File: src/fro_pkg.sv
// package for the file-register alu and bit-operation executor
// assumes a 14-bit instruction word and an 8-bit data path
// Functional notes
// - opcode 0111 adds w to file, writes dest, updates carry, digit carry, zero.
// - destination bit 0 writes w; 1 writes back into the file register.
// - opcode 0101 ands w with file, writes dest, updates zero only.
// - bit clear encoding 01 00bb clears selected bit, flags unchanged.
// - bit test encoding 01 10bb skips next instruction when bit is zero.
// - taken skip discards prefetched instruction, runs a nop, two cycles total.
package fro_pkg;
  localparam logic [1:0] FRO_GRP_BYTE  = 2'h0;
  localparam logic [1:0] FRO_GRP_BIT   = 2'h1;
  localparam logic [3:0] FRO_OP_ADD    = 4'h7;
  localparam logic [3:0] FRO_OP_AND    = 4'h5;
  localparam logic [1:0] FRO_BOP_CLR   = 2'h0;
  localparam logic [1:0] FRO_BOP_SET   = 2'h1;
  localparam logic [1:0] FRO_BOP_TSTC  = 2'h2;
  localparam int         FRO_GRP_MSB   = 13;
  localparam int         FRO_OP_LSB    = 8;
  localparam int         FRO_BOP_LSB   = 10;
  localparam int         FRO_BIT_LSB   = 7;
  localparam int         FRO_DEST_POS  = 7;
  localparam logic [7:0] FRO_W_RST     = 8'h00;
  localparam logic [6:0] FRO_ADDR_RST  = 7'h00;
  localparam logic [7:0] FRO_DATA_RST  = 8'h00;

  typedef struct packed {
    logic       we;
    logic [6:0] addr;
    logic [7:0] data;
  } fro_fwr_t;

  typedef struct packed {
    logic c;
    logic dc;
    logic z;
  } fro_flags_t;

  typedef enum logic [0:0] {
    FRO_EXEC = 1'b0,
    FRO_NOP  = 1'b1
  } fro_state_t;
endpackage

File: src/fro_exec.sv
// executor for add, and, bit clear, bit set and bit test skip if clear
// assumes the file register is read combinationally via file_rdata for file_addr
// one instruction is presented per cycle while instr_valid is high
`timescale 1ns/1ps
module fro_exec (
  input  wire logic               clk,
  input  wire logic               rstn,
  input  wire logic               instr_valid,
  input  wire logic [13:0]        instr,
  output logic      [6:0]         file_addr,
  input  wire logic [7:0]         file_rdata,
  output fro_pkg::fro_fwr_t       file_wr,
  output logic      [7:0]         wreg,
  output fro_pkg::fro_flags_t     flags,
  output logic      [2:0]         flags_we,
  output logic                    skip_nop,
  output logic                    busy
);
  import fro_pkg::*;

  fro_state_t   state_q, state_d;
  logic [7:0]   w_q, w_d;
  fro_fwr_t     fwr_q, fwr_d;
  fro_flags_t   flg_q, flg_d;
  logic [2:0]   fwe_q, fwe_d;
  logic         nop_q, nop_d;
  logic [6:0]   faddr;
  logic [7:0]   res;
  logic [8:0]   sum;
  logic [4:0]   low_sum;
  logic [2:0]   bsel;
  logic         is_add, is_and, is_clr, is_set, is_tst, dest_f;

  assign faddr     = instr[6:0];
  assign file_addr = faddr;
  assign bsel      = instr[FRO_BIT_LSB +: 3];
  assign dest_f    = instr[FRO_DEST_POS];
  assign is_add = instr[FRO_GRP_MSB -: 2] == FRO_GRP_BYTE
               && instr[FRO_OP_LSB +: 4] == FRO_OP_ADD;
  assign is_and = instr[FRO_GRP_MSB -: 2] == FRO_GRP_BYTE
               && instr[FRO_OP_LSB +: 4] == FRO_OP_AND;
  assign is_clr = instr[FRO_GRP_MSB -: 2] == FRO_GRP_BIT
               && instr[FRO_BOP_LSB +: 2] == FRO_BOP_CLR;
  assign is_set = instr[FRO_GRP_MSB -: 2] == FRO_GRP_BIT
               && instr[FRO_BOP_LSB +: 2] == FRO_BOP_SET;
  assign is_tst = instr[FRO_GRP_MSB -: 2] == FRO_GRP_BIT
               && instr[FRO_BOP_LSB +: 2] == FRO_BOP_TSTC;
  assign sum     = {1'b0, w_q} + {1'b0, file_rdata};
  assign low_sum = {1'b0, w_q[3:0]} + {1'b0, file_rdata[3:0]};

  always_comb begin
    state_d = FRO_EXEC;
    w_d     = w_q;
    fwr_d   = '{we: 1'b0, addr: faddr, data: FRO_DATA_RST};
    flg_d   = flg_q;
    fwe_d   = 3'h0;
    nop_d   = 1'b0;
    res     = FRO_DATA_RST;
    case (state_q)
      FRO_NOP: begin
        // prefetched word is dropped here, nothing changes
        state_d = FRO_EXEC;
        nop_d   = 1'b1;
      end
      FRO_EXEC: begin
        if (instr_valid) begin
          if (is_add || is_and) begin
            res = is_add ? sum[7:0] : (w_q & file_rdata);
            if (dest_f) begin
              fwr_d = '{we: 1'b1, addr: faddr, data: res};
            end else begin
              w_d = res;
            end
            flg_d.z = (res == 8'h00);
            if (is_add) begin
              flg_d.c  = sum[8];
              flg_d.dc = low_sum[4];
              fwe_d    = 3'h7;
            end else begin
              fwe_d = 3'h1;
            end
          end else if (is_clr) begin
            res   = file_rdata & ~(8'h01 << bsel);
            fwr_d = '{we: 1'b1, addr: faddr, data: res};
          end else if (is_set) begin
            res   = file_rdata | (8'h01 << bsel);
            fwr_d = '{we: 1'b1, addr: faddr, data: res};
          end else if (is_tst && !file_rdata[bsel]) begin
            state_d = FRO_NOP;
          end
        end
      end
      default: state_d = FRO_EXEC;
    endcase
  end

  always_ff @(posedge clk) begin
    if (!rstn) begin
      state_q <= FRO_EXEC;
      w_q     <= FRO_W_RST;
      fwr_q   <= '{we: 1'b0, addr: FRO_ADDR_RST, data: FRO_DATA_RST};
      flg_q   <= '{c: 1'b0, dc: 1'b0, z: 1'b0};
      fwe_q   <= 3'h0;
      nop_q   <= 1'b0;
    end else begin
      state_q <= state_d;
      w_q     <= w_d;
      fwr_q   <= fwr_d;
      flg_q   <= flg_d;
      fwe_q   <= fwe_d;
      nop_q   <= nop_d;
    end
  end

  assign file_wr  = fwr_q;
  assign wreg     = w_q;
  assign flags    = flg_q;
  assign flags_we = fwe_q;
  assign skip_nop = nop_q;
  assign busy     = (state_q == FRO_NOP);
endmodule

File: config.mk
export PLATFORM = sky130hd
export DESIGN_NAME = fro_exec
export DESIGN_NICKNAME = d
export VERILOG_FILES = /design/src/fro_pkg.sv /design/src/fro_exec.sv
export SDC_FILE = /design/constraint.sdc
export NUM_CORES = 1
export LEC_CHECK = 0
export ABC_AREA = 0
export BUFFER_PORTS_ARGS = -buffer_cell sky130_fd_sc_hd__buf_2
export CAP_MARGIN = 15
export CELL_PAD_IN_SITES_DETAIL_PLACEMENT = 2
export CELL_PAD_IN_SITES_GLOBAL_PLACEMENT = 2
export CORE_MARGIN = 2
export CORE_UTILIZATION = 29
export DETAILED_ROUTE_END_ITERATION = 6
export GPL_TIMING_DRIVEN = 0
export PLACE_DENSITY_LB_ADDON = 0.05
export SETUP_SLACK_MARGIN = 0.1
export SYNTH_ARGS = -nofsm -noshare
export SYNTH_HDL_FRONTEND = slang
export SYNTH_SLANG_ARGS = --single-unit
export TNS_END_PERCENT = 5
File: constraint.sdc
create_clock -name clk -period 6.31 [get_ports clk]
set_clock_uncertainty 0.05 [all_clocks]
set_input_delay 0.9465 -clock clk [delete_from_list [all_inputs] [get_ports clk]]
set_output_delay 0.9465 -clock clk [all_outputs]
set_load 0.02 [all_outputs]
==> qor.yml <==
drt:
  vias_per_cell: 4.92
  drtIter0Drc: 76
  vias: 1625
  dr.pass1.iters: 4
  ant_nets: 0
  route.detailed.drc: 0
  drt-total-wl_um: 5220
  wl_per_cell_um: 15.8
cts:
  path_clk_slew_ns: 0.06
  ctsHoldBuffers: 0
  cts_buffers: 5
  cts.path.max_buffers: 2
  clkSinkCount: 31
  cts-root-buf: "clkbuf_8"
  cts_tree: "done"
  post_cts_resized: 0
  postCtsSetupRepairBufs: 0
  cts_max_level: 2
  clkLatencyLatePin_ns: 0.29
synthesis:
  synth_ff_type: "dfxtp_1"
  postSynthAreaPerCell_um2: 9.17
  async_reset_ff_share_pct: 0
  synth-edff-count: 0
  synth_cells: 187
  synth_most_common_cell: "dfxtp_1"
  yosysWarningCount: 0
  synth_top_area_share_pct: 36.2
  ys_ff_latch: 31
  ys_seq_area_share_pct: 36.2
  yosysTopAreaCell: "dfxtp_1"
  synth_commonest_cells: "31 x dfxtp_1, 24 x nor2_1, 15 x mux2i_1"
  syn_nets: 221
  synth_cell_types: 41
  synth.area.top_cells: "dfxtp_1 36%, mux2i_1 8.8%, ha_1 5.8%"
  synthesis.area_um2: 1710
critical_path:
  crit_type: "in2reg"
  cp-end-kind: "register"
  crit_arrival_ns: 3.05
  crit_required_ns: 6.46
  cp_max_fo: 4
  reg2reg_from: "wreg[3]"
  critPathLaunchType: "input pin"
  crit_start: "file_rdata[3]"
finish:
  layout.nets: 289
  n_antenna_cell: 0
  drive_gt1_share_pct: 32.2
  regArea_um2: 621
  syn_to_final_growth_pct: 28.4
  multi_input_area_um2: 972
  utilization_pct: 37.8
  nFillCells: 703
grt:
  met3_usage_pct: 4.22
  antenna_found_initial: 0
  track_usage_pct: 16.8
  use_met1_pct: 21.1
  busiest_layer: "met2"
  grt_overflow_total: 0
  grt_max_degree: 11
  grt_pass1_wl_um: 8210
  met2_usage_pct: 28.4
  grt_pass1_vias: 1637
sta:
  timing.final.crit_period_ns: 2.90
  hold_viol: 0
  finalSetupTns_ns: 0
  clock.fmax_mhz: 345
  slew_headroom_pct: 56.3
  drv_slew: 0
  tightest_slew_ns: 0.653
  setup_viol: 0
  fin_crit_sh_pct: 45.9
  rsz0062_at_grt: "false"
power:
  power.switching_mw: 0.110
  ir_drop_mv: 0.0877
  clockPowerShare_pct: 37.9
  powerDensity_nw_per_um2: 191
  p_comb_share_pct: 14.5
  p_leak_nw: 1.08
  swShare_pct: 26.2
  intPower_mw: 0.311
  seqPwrFrac_pct: 47.6
place:
  dp_hpwl_um: 4210
  gp_congestion: 0.757
  port_buffers: 61
floorplanning:
  dieWidth_um: 80.9
  fp-row-count: 28
  die_area_um2: 6540
  coreArea_um2: 5820
  io_pins: 64
  initial_core_util_pct: 29.5
  die_h_um: 80.9
job:
  max_cap_violations: 0
status:
  status: "completed"
min_path:
  hold_start: "flags[0]"
  hp-class: "reg2reg"
-- logic make-up after synthesis --
| family | after synthesis | share of synthesized area, % |
|---|---|---|
| multiplexers | 17 | 11.4 |
| adder cells (fa/ha/maj) | 9 | 7.01 |
| flip-flops | 31 | 36.2 |
| AO/OA/AOI/OAI | 37 | 15.4 |
| XOR/XNOR | 3 | 1.53 |
| AND/OR/NAND/NOR | 69 | 21.4 |
| buffers and inverters | 21 | 7.08 |
-- final timing paths --
| path | to | slack (ns) | depth (start not counted) |
|---|---|---|---|
| worst max-delay path | flags[0] | 3.41 | 8 |
| worst max register to register | flags[0] | 3.88 | 7 |
| worst min-delay path | flags[0] | 0.42 | 2 |
| worst min register to register | flags[0] | 0.42 | 2 |
-- critical path, stage by stage --
cell	delay [ns]
buf_2	0.13
ha_1	0.34
a21oi_1	0.36
o21bai_1	0.15
or3_1	0.36
a31oi_1	0.35
nand4_1	0.20
o31ai_1	0.21
-- flip-flops by register name, summed over array words and instances, names as in the netlist --
| signal | cells |
|---|---|
| busy | 1 |
| flags_we | 2 |
| wreg | 8 |
| skip_nop | 1 |
| flags | 3 |
| file_wr | 16 |
-- power by group through the flow --
stage	combinational (mW)	clock, mW	sequential [mW]
2_1_floorplan	0.0324	0	0.210
3_3_place_gp	0.0611	0	0.205
3_5_place_dp	0.0619	0	0.205
4_1_cts	0.0622	0.165	0.200
5_1_grt	0.0677	0.175	0.201
6_report	0.0611	0.159	0.200
-- metal layers --
layer	part of all wire, %	wire length, um	vias up
met5	0	0	-
met1	46	2390	790
met3	5.7	298	5
met4	1.2	61	0
li1	-	-	789
met2	47	2470	41
-- cell usage in the layout, fill, tap and decap left out, types with 5 or more instances in the layout --
cell type  instances
a211oi_1           6
a21oi_1            6
and2_1            12
buf_2             62
buf_4              9
clkbuf_1           5
clkbuf_8           6
dfxtp_1           31
ha_1               8
inv_1              5
mux2i_1           15
nand2_1            9
nand3_1            8
nor2_1            24
o21ai_0            5
o22a_1             7
-- area by class of cell --
cell class / instances / area share [%]
plain buffers: 16 / 4.66
clock buffers: 6 / 3.75
clock inverters: 1 / 0.227
inverters: 5 / 0.853
multi-input cells: 135 / 44.2
flip-flops and latches: 31 / 28.2
well taps: 75 / 4.26
repair buffers: 61 / 13.9
-- metrics by stage --
| stage | setup slack [ns] | hold WS [ns] | cells | cell area, um2 | power [mW] |
|---|---|---|---|---|---|
| floorplan | 3.58 | 0.494 | 187 | 1710 | 0.242 |
| global placement | 3.12 | 0.415 | 323 | 2110 | 0.266 |
| detailed placement | 3.12 | 0.419 | 323 | 2110 | 0.267 |
| CTS | 3.40 | 0.428 | 330 | 2200 | 0.428 |
| global route | 3.25 | 0.470 | 330 | 2200 | 0.443 |
| finish | 3.41 | 0.418 | 330 | 2200 | 0.421 |
Power figures use the tool's default switching activity.
